## src/psm_map.svh

```systemverilog
// Register offsets, field positions, reset values and timing counts
`ifndef PSM_MAP_SVH
`define PSM_MAP_SVH

`define PSM_CTRL_OFS       4'h0
`define PSM_STATUS_OFS     4'h4

`define PSM_CTRL_SLOW_BIT  0
`define PSM_CTRL_SEL_LSB   1
`define PSM_CTRL_SEL_MSB   2
`define PSM_CTRL_IRQEN_BIT 3

`define PSM_STAT_MODE_LSB  0
`define PSM_STAT_MODE_MSB  2
`define PSM_STAT_BUSY_BIT  3
`define PSM_STAT_LONG_BIT  4

`define PSM_CTRL_RESET     4'h0
`define PSM_MASK_ALL_ON    2'h2

`define PSM_DELAY_SHORT    13'h0100
`define PSM_DELAY_LONG     13'h1000

`endif

```

## src/psm_pkg.sv

```systemverilog
// Types shared by the power saving mode controller
package psm_pkg;

   typedef enum logic [2:0] {
      MODE_RUN   = 3'b000,
      MODE_WAIT  = 3'b001,
      MODE_AHALT = 3'b010,
      MODE_HALT  = 3'b011,
      MODE_STAB  = 3'b100
   } mode_e;

   typedef struct packed {
      logic [3:0] count;
      logic [3:0] limit;
      logic       tick;
   } div_s;

   typedef struct packed {
      logic [12:0] count;
      logic        busy;
      logic        long_sel;
      logic        done;
   } tmr_s;

   // Reload value of the slow divider: period minus one
   function automatic logic [3:0] div_limit(input logic slow_en,
                                            input logic [1:0] sel);
      logic [4:0] period;
      period = 5'h02 << sel;
      div_limit = slow_en ? 4'(period - 5'h01) : 4'h0;
   endfunction : div_limit

endpackage : psm_pkg

```

## src/psm_clk_if.sv

```systemverilog
// Link between the mode sequencer, its clock divider and its delay timer
`timescale 1ns/1ps
`default_nettype none
interface psm_clk_if;
   logic       slow_en;
   logic [1:0] div_sel;
   logic       tick;
   logic       tmr_start;
   logic       tmr_long;
   logic       tmr_busy;
   logic       tmr_done;

   modport ctrl (output slow_en, div_sel, tmr_start, tmr_long,
                 input  tick, tmr_busy, tmr_done);
   modport div  (input  slow_en, div_sel, output tick);
   modport tmr  (input  tmr_start, tmr_long, output tmr_busy, tmr_done);
endinterface : psm_clk_if
`default_nettype wire

```

## src/power_mode_ctrl.sv

```systemverilog
// Power saving mode sequencer with Wishbone control and status registers
`timescale 1ns/1ps
`default_nettype none
`include "psm_map.svh"
module power_mode_ctrl (
   input  wire logic        clk_i,
   input  wire logic        rst_i,
   input  wire logic        cyc_i,
   input  wire logic        stb_i,
   input  wire logic        we_i,
   input  wire logic [3:0]  adr_i,
   input  wire logic [3:0]  sel_i,
   input  wire logic [31:0] dat_i,
   output logic [31:0]      dat_o,
   output logic             ack_o,
   input  wire logic        wait_instr_i,
   input  wire logic        halt_instr_i,
   input  wire logic        irq_pending_i,
   input  wire logic        rtc_irq_i,
   input  wire logic        halt_wake_irq_i,
   input  wire logic        reset_req_i,
   input  wire logic        watchdog_active_i,
   input  wire logic        watchdog_halt_option_i,
   input  wire logic        delay_option_i,
   output logic             cpu_clk_en_o,
   output logic             periph_clk_en_o,
   output logic             osc_on_o,
   output logic             rtc_run_o,
   output logic             mask_force_o,
   output logic             irq_service_o,
   output logic             reset_fetch_o,
   output logic             watchdog_reset_o,
   output logic [2:0]       mode_o
);

   typedef struct packed {
      psm_pkg::mode_e mode;
      logic           slow_mode_enable;
      logic [1:0]     slow_clock_select;
      logic           osc_irq_enable;
      logic           delay_long;
      logic           rtc_window;
      logic           wake_by_reset;
      logic           wake_by_irq;
      logic           cpu_en;
      logic           per_en;
      logic           osc_on;
      logic           rtc_run;
      logic           mask_force;
      logic           irq_service;
      logic           reset_fetch;
      logic           wdg_reset;
      logic           tmr_start;
      logic           ack;
      logic [31:0]    dat;
   } state_s;

   state_s cur;
   state_s next_cur;
   logic   guard_trip;
   logic   bus_req;

   psm_clk_if link ();

   slow_divider u_div (
      .clk_i (clk_i),
      .rst_i (rst_i),
      .link  (link.div)
   );

   stab_timer u_tmr (
      .clk_i (clk_i),
      .rst_i (rst_i),
      .link  (link.tmr)
   );

   // Slow mode controls feed the divider
   assign link.slow_en   = cur.slow_mode_enable;
   assign link.div_sel   = cur.slow_clock_select;
   assign link.tmr_start = cur.tmr_start;
   assign link.tmr_long  = cur.delay_long;

   assign bus_req = cyc_i && stb_i && !cur.ack;

   assign guard_trip = cur.rtc_window && link.tmr_busy
                       && !cur.osc_irq_enable;

   always_comb begin
      next_cur             = cur;
      next_cur.ack         = 1'b0;
      next_cur.mask_force  = 1'b0;
      next_cur.irq_service = 1'b0;
      next_cur.reset_fetch = 1'b0;
      next_cur.wdg_reset   = 1'b0;
      next_cur.tmr_start   = 1'b0;

      // Unmapped offsets answer with zero and drop the write
      if (bus_req) begin
         next_cur.ack = 1'b1;
         next_cur.dat = 32'h0000_0000;
         if (adr_i == `PSM_CTRL_OFS) begin
            next_cur.dat[`PSM_CTRL_SLOW_BIT] = cur.slow_mode_enable;
            next_cur.dat[`PSM_CTRL_SEL_MSB:`PSM_CTRL_SEL_LSB] =
               cur.slow_clock_select;
            next_cur.dat[`PSM_CTRL_IRQEN_BIT] = cur.osc_irq_enable;
            if (we_i && sel_i[0]) begin
               next_cur.slow_mode_enable = dat_i[`PSM_CTRL_SLOW_BIT];
               next_cur.slow_clock_select =
                  dat_i[`PSM_CTRL_SEL_MSB:`PSM_CTRL_SEL_LSB];
               next_cur.osc_irq_enable = dat_i[`PSM_CTRL_IRQEN_BIT];
            end
         end else if (adr_i == `PSM_STATUS_OFS) begin
            next_cur.dat[`PSM_STAT_MODE_MSB:`PSM_STAT_MODE_LSB] = cur.mode;
            next_cur.dat[`PSM_STAT_BUSY_BIT] = link.tmr_busy;
            next_cur.dat[`PSM_STAT_LONG_BIT] = cur.delay_long;
         end
      end

      if (link.tmr_done) begin
         next_cur.rtc_window = 1'b0;
      end

      unique case (cur.mode)
         psm_pkg::MODE_RUN: begin
            if (reset_req_i) begin
               next_cur.reset_fetch = 1'b1;
            end else if (guard_trip) begin
               // Halt for the rest of the delay
               next_cur.mode          = psm_pkg::MODE_STAB;
               next_cur.rtc_window    = 1'b0;
               next_cur.wake_by_reset = 1'b0;
               next_cur.wake_by_irq   = 1'b0;
            end else if (halt_instr_i) begin
               if (irq_pending_i) begin
                  next_cur.mask_force  = 1'b1;
                  next_cur.irq_service = 1'b1;
               end else if (cur.osc_irq_enable) begin
                  next_cur.mode       = psm_pkg::MODE_AHALT;
                  next_cur.mask_force = 1'b1;
               end else if (watchdog_active_i
                            && !watchdog_halt_option_i) begin
                  next_cur.wdg_reset = 1'b1;
               end else begin
                  next_cur.mode       = psm_pkg::MODE_HALT;
                  next_cur.mask_force = 1'b1;
               end
            end else if (wait_instr_i) begin
               next_cur.mode       = psm_pkg::MODE_WAIT;
               next_cur.mask_force = 1'b1;
            end
         end
         psm_pkg::MODE_WAIT: begin
            // Only interrupt or reset ends wait
            if (reset_req_i) begin
               next_cur.mode        = psm_pkg::MODE_RUN;
               next_cur.reset_fetch = 1'b1;
            end else if (irq_pending_i) begin
               // Core stacks flags on this service pulse
               next_cur.mode        = psm_pkg::MODE_RUN;
               next_cur.irq_service = 1'b1;
            end
         end
         psm_pkg::MODE_AHALT: begin
            if (reset_req_i) begin
               next_cur.mode          = psm_pkg::MODE_STAB;
               next_cur.tmr_start     = 1'b1;
               next_cur.wake_by_reset = 1'b1;
               next_cur.wake_by_irq   = 1'b0;
            end else if (rtc_irq_i) begin
               next_cur.mode        = psm_pkg::MODE_RUN;
               next_cur.irq_service = 1'b1;
               next_cur.tmr_start   = 1'b1;
               next_cur.rtc_window  = 1'b1;
            end
         end
         psm_pkg::MODE_HALT: begin
            if (reset_req_i || halt_wake_irq_i) begin
               next_cur.mode          = psm_pkg::MODE_STAB;
               next_cur.tmr_start     = 1'b1;
               next_cur.wake_by_reset = reset_req_i;
               next_cur.wake_by_irq   = !reset_req_i;
            end
         end
         psm_pkg::MODE_STAB: begin
            if (link.tmr_done) begin
               next_cur.mode        = psm_pkg::MODE_RUN;
               next_cur.reset_fetch = cur.wake_by_reset;
               next_cur.irq_service = cur.wake_by_irq;
            end
         end
         default: begin
            next_cur.mode = psm_pkg::MODE_RUN;
         end
      endcase

      // CPU stops in wait, peripherals run
      // Both clocks follow the divider tick
      next_cur.cpu_en = link.tick && next_cur.mode == psm_pkg::MODE_RUN;
      next_cur.per_en = link.tick
                        && (next_cur.mode == psm_pkg::MODE_RUN
                            || next_cur.mode == psm_pkg::MODE_WAIT);
      next_cur.osc_on  = next_cur.mode != psm_pkg::MODE_HALT;
      next_cur.rtc_run = next_cur.mode != psm_pkg::MODE_HALT
                         && next_cur.mode != psm_pkg::MODE_STAB;
   end

   // Reset returns to run with slow mode off
   always_ff @(posedge clk_i) begin
      if (rst_i) begin
         cur                   <= '0;
         cur.mode              <= psm_pkg::MODE_RUN;
         cur.slow_clock_select <=
            2'(`PSM_CTRL_RESET >> `PSM_CTRL_SEL_LSB);
         cur.osc_on            <= 1'b1;
         cur.rtc_run           <= 1'b1;
         cur.delay_long        <= delay_option_i;
      end else begin
         cur <= next_cur;
      end
   end

   assign dat_o            = cur.dat;
   assign ack_o            = cur.ack;
   assign cpu_clk_en_o     = cur.cpu_en;
   assign periph_clk_en_o  = cur.per_en;
   assign osc_on_o         = cur.osc_on;
   assign rtc_run_o        = cur.rtc_run;
   assign mask_force_o     = cur.mask_force;
   assign irq_service_o    = cur.irq_service;
   assign reset_fetch_o    = cur.reset_fetch;
   assign watchdog_reset_o = cur.wdg_reset;
   assign mode_o           = cur.mode;
endmodule : power_mode_ctrl
`default_nettype wire

```

## src/slow_divider.sv

```systemverilog
// Slow mode clock divider producing one-cycle CPU clock ticks
`timescale 1ns/1ps
`default_nettype none
module slow_divider (
   input  wire logic   clk_i,
   input  wire logic   rst_i,
   psm_clk_if.div      link
);
   psm_pkg::div_s cur;
   psm_pkg::div_s next_cur;

   always_comb begin
      next_cur      = cur;
      next_cur.tick = 1'b0;
      if (cur.count == 4'h0) begin
         next_cur.tick  = 1'b1;
         next_cur.limit = psm_pkg::div_limit(link.slow_en, link.div_sel);
         next_cur.count = next_cur.limit;
      end else begin
         next_cur.count = cur.count - 4'h1;
      end
   end

   always_ff @(posedge clk_i) begin
      if (rst_i) begin
         cur <= '0;
      end else begin
         cur <= next_cur;
      end
   end

   assign link.tick = cur.tick;
endmodule : slow_divider
`default_nettype wire

```

## src/stab_timer.sv

```systemverilog
// Oscillator stabilisation delay counter, 256 or 4096 cycles
`timescale 1ns/1ps
`default_nettype none
`include "psm_map.svh"
module stab_timer (
   input  wire logic   clk_i,
   input  wire logic   rst_i,
   psm_clk_if.tmr      link
);
   psm_pkg::tmr_s cur;
   psm_pkg::tmr_s next_cur;

   always_comb begin
      next_cur      = cur;
      next_cur.done = 1'b0;
      if (link.tmr_start) begin
         next_cur.busy     = 1'b1;
         next_cur.long_sel = link.tmr_long;
         next_cur.count    = link.tmr_long ? `PSM_DELAY_LONG - 13'h1
                                           : `PSM_DELAY_SHORT - 13'h1;
      end else if (cur.busy) begin
         if (cur.count == 13'h0) begin
            next_cur.busy = 1'b0;
            next_cur.done = 1'b1;
         end else begin
            next_cur.count = cur.count - 13'h1;
         end
      end
   end

   always_ff @(posedge clk_i) begin
      if (rst_i) begin
         cur <= '0;
      end else begin
         cur <= next_cur;
      end
   end

   assign link.tmr_busy = cur.busy;
   assign link.tmr_done = cur.done;
endmodule : stab_timer
`default_nettype wire
```

## config.mk

```make
export PLATFORM = sky130hd
export DESIGN_NAME = power_mode_ctrl
export DESIGN_NICKNAME = d
export VERILOG_FILES = /design/src/psm_pkg.sv /design/src/psm_clk_if.sv /design/src/power_mode_ctrl.sv /design/src/slow_divider.sv /design/src/stab_timer.sv
export VERILOG_INCLUDE_DIRS = /design/src /design/src/src
export SDC_FILE = /design/constraint.sdc
export NUM_CORES = 1
export LEC_CHECK = 0
export BUFFER_PORTS_ARGS = -buffer_cell sky130_fd_sc_hd__buf_4
export CAP_MARGIN = 30
export CELL_PAD_IN_SITES_DETAIL_PLACEMENT = 0
export CELL_PAD_IN_SITES_GLOBAL_PLACEMENT = 2
export CORE_UTILIZATION = 24
export CTS_CLUSTER_DIAMETER = 50
export DETAILED_ROUTE_END_ITERATION = 10
export PLACE_DENSITY_LB_ADDON = 0.1
export REMOVE_ABC_BUFFERS = 1
export SETUP_SLACK_MARGIN = 0.3
export SLEW_MARGIN = 20
export SYNTH_ARGS = -nofsm -noshare
export SYNTH_HDL_FRONTEND = slang
export SYNTH_SLANG_ARGS = --single-unit
```

## constraint.sdc

```tcl
create_clock -name clk_i -period 1.6 [get_ports clk_i]
set_input_delay 0.08 -clock clk_i [delete_from_list [all_inputs] [get_ports clk_i]]
set_output_delay 0.08 -clock clk_i [all_outputs]
set_load 0.1 [all_outputs]
```

==> results.toml <==
[sta]
hold_violations = 0
drv_slew = 0
tns_ns = -0.999
max_clock_freq_mhz = 556
finClkSkew_ns = 0.00835
worst_slack_ns = -0.199
holdWs_ns = 0.0159
period_minus_slack_ns = 1.80
fin_crit_sh_pct = 112
setup_viol = 12
rsz0062_at_grt = "true"

[drt]
first_iter_violations = 47
vias_per_cell = 4.53
postRouteAntennaNets = 0
dr_total_vias = 2284
drc = 0
wl_mm = 6.82
routedWlPerCell_um = 13.5
dr.pass1.iters = 4

[global_routing]
gr-total-overflow = 0
grt_pass1_wl_mm = 10.6
grt_max_degree = 24
antenna_found_initial = 0
grt_pass1_vias = 2090
track_usage_pct = 13.2

[cells_and_area]
regArea_um2 = 953
antennaDiodeCount = 0
fillCellCount = 1063
final_area_mm2 = 0.00369
final_nets = 426
final_core_util_pct = 37.6
multiInputGateArea_mm2 = 0.00159
drive_above_1_share_pct = 50.1
syn2layout_area_growth_pct = 51.4

[synth]
synth.distinct_cells = 52
syn-cell-area_mm2 = 0.00244
synth_edf_count = 1
ys.flop_type = "dfxtp_1"
synth_seq_area_share_pct = 38.2
async_reset_ff_share_pct = 0
syn_inst = 278
postSynthAreaPerCell_um2 = 8.77
yosys_warnings = 0
synth_seq_cells = 46

[floorplan]
dieArea_mm2 = 0.0106
core_area_mm2 = 0.00982
dieHeight_um = 103
rows = 36
start_util_pct = 24.8
ios = 98
die_w_um = 103

[placement]
gp_congestion = 0.713
dpl_cell_area_mm2 = 0.00304
dpl.hpwl_mm = 4.82
port-buffer-count = 39

[run]
cap_violations = 0

[setup_path]
path_delay_family = "simple AND/OR/NAND/NOR gates"
path_cells = "inv_2 -> ha_4 -> or3b_4 -> or3_4 -> or3_1 -> a31oi_1"
slowest_delay_ns = 0.40
regToRegEndpoint = "u_tmr.cur[9]"
cp_max_fo = 3
r2r_slack_ns = -0.20
arrival_ns = 2.03
crit_path_top_delay_cell = "or3b_4"
path_class = "reg -> reg"
cp-start-kind = "flip-flop"
cp-end-kind = "flip-flop"
ff2ff_path_depth = 6
cp_num_buf_inv = 1
rr_startpoint = "u_tmr.cur[3]"
cp.required_ns = 1.83

[clock_tree]
clock_latency_ns = 0.30
cts_buffer_depth = 2
clock-sinks = 46
cts_root_buffer = "clkbuf_8"
cts_buffers = 5
htree_levels = 2
cts_tree = "yes"
clkTransAtPathRegs_ns = 0.09

[power_and_ir_drop]
p_seq_share_pct = 39.1
power.switching_mw = 1.32
clockPowerShare_pct = 22.0
sw_frac_of_total_pct = 39.9
combPwrFrac_pct = 38.9
vdd_drop_max_uv = 461
p_leak_nw = 1.47
internal_power_mw = 1.99
powerDensity_mw_per_mm2 = 898

[hold_path]
hp-start = "dat_i[2]"
min_path_cells = 3
hold_path_end = "link.div_sel[1]"
min_path_type = "in -> reg"

[status]
violations = "setup timing"
status = "finished, violations left"
-- worst max-delay path by stage --
| stage | startpoint | endpoint | slack (ns) | cells after the start |
|---|---|---|---|---|
| 6_report | u_tmr.cur[3] | u_tmr.cur[9] | -0.20 | 6 |
| 5_1_grt | u_tmr.cur[3] | u_tmr.cur[9] | -0.26 | 6 |
| 4_1_cts | u_tmr.cur[3] | u_tmr.cur[9] | -0.18 | 6 |
| 3_5_place_dp | u_tmr.cur[3] | u_tmr.cur[9] | -0.21 | 6 |
| 3_3_place_gp | u_tmr.cur[3] | u_tmr.cur[9] | -0.19 | 6 |
| 2_1_floorplan | mode_o[0] | osc_on_o | -0.48 | 4 |
-- routing by layer --
layer | vias up | wire length (um) | global-route usage, % | share of wire, %
met5 | - | 0 | 0 | 0
met4 | 0 | 61 | 3.58 | 0.89
met3 | 6 | 181 | 2.31 | 2.7
met2 | 51 | 3320 | 22.3 | 49
met1 | 1086 | 3260 | 17.3 | 48
li1 | 1141 | - | - | -
-- cell usage after synthesis, types with 3 or more instances --
master    count  area (um^2)
o21ai_0       4         20.0
nand2_1       5         18.8
dfxtp_1      45          901
or3_1         7         43.8
nor4_2        3         37.5
mux2i_1       5         50.1
o211ai_1      3         22.5
buf_4        35          263
nor2_1       23         86.3
nand2b_1      6         37.5
nor4_1        4         25.0
a22oi_1       6         45.0
a31oi_1       5         31.3
a311oi_1      4         35.0
clkbuf_1     13         48.8
nor3_1        6         30.0
or4_1         3         22.5
nor4b_1       3         26.3
nor2b_1       4         25.0
a211oi_1     11         82.6
nand3_1       6         30.0
inv_1        12         45.0
o31ai_1       4         30.0
and2_1        3         18.8
a21oi_1      20          100
nand4_1       3         18.8
-- through the flow --
step,power (mW),instances,setup slack [ns]
after floorplan,2.07,256,-0.475
after global placement,2.33,475,-0.194
after detailed placement,2.33,475,-0.215
after CTS,3.24,499,-0.175
after global routing,3.49,504,-0.257
final,3.32,504,-0.199
-- worst min-delay path: stages --
cell and delay (ns):
buf_4 0.07, mux2i_1 0.05, nor2_1 0.07
-- area by class of cell --
class | instances | area share [%]
multi-input cells | 198 | 43.0
flip-flops and latches | 46 | 25.8
repair buffers | 107 | 23.1
well taps | 133 | 4.51
clock buffers | 6 | 1.97
inverters | 12 | 1.22
clock inverters | 2 | 0.373
-- cell families after synthesis --
kind of cell,count (synthesis),synth area share [%]
adder cells (fa/ha/maj),3,1.44
AO/OA/AOI/OAI,67,18.8
AND/OR/NAND/NOR,93,23.5
other,1,0.154
multiplexers,6,2.52
flip-flops,46,38.2
buffers and inverters,60,14.6
XOR/XNOR,2,0.719
-- timing repair --
action / CTS / global route
pin swaps: 30 / 25
resized for setup: 65 / 38
hold endpoints to repair: 2 / 0
buffers inserted: 13 / 5
hold buffers: 2 / 0
gates cloned: 1 / 0
endpoints found under the setup margin: 34 / 35
-- power by group through the flow --
stage | Clock, mW | Sequential [mW] | Combinational, mW
finish | 0.730 | 1.29 | 1.29
floorplan | 0 | 1.50 | 0.568
global route | 0.811 | 1.31 | 1.37
CTS | 0.783 | 1.30 | 1.16
detailed placement | 0 | 1.31 | 1.02
global placement | 0 | 1.31 | 1.02
-- cells in the final DEF (no fill, tap or decap), types with 5 or more instances in the layout --
| master | instances |
|---|---|
| a31oi_1 | 5 |
| a21oi_1 | 16 |
| buf_4 | 93 |
| mux2i_1 | 5 |
| a22oi_1 | 6 |
| nand2b_1 | 5 |
| clkbuf_8 | 5 |
| a211oi_1 | 7 |
| nor2_1 | 17 |
| inv_1 | 7 |
| conb_1 | 27 |
| nor2_2 | 5 |
| buf_6 | 12 |
| inv_2 | 5 |
| dfxtp_2 | 9 |
| dfxtp_1 | 33 |
-- sequential cells by signal, summed over array words and instances, names as in the netlist, 2 cells and up --
| register | flops |
|---|---|
| link.div_sel | 2 |
| u_div.cur | 4 |
| cur | 4 |
| u_tmr.cur | 13 |
| mode_o | 3 |
| dat_o | 5 |
(Power assumes the default switching activity.)
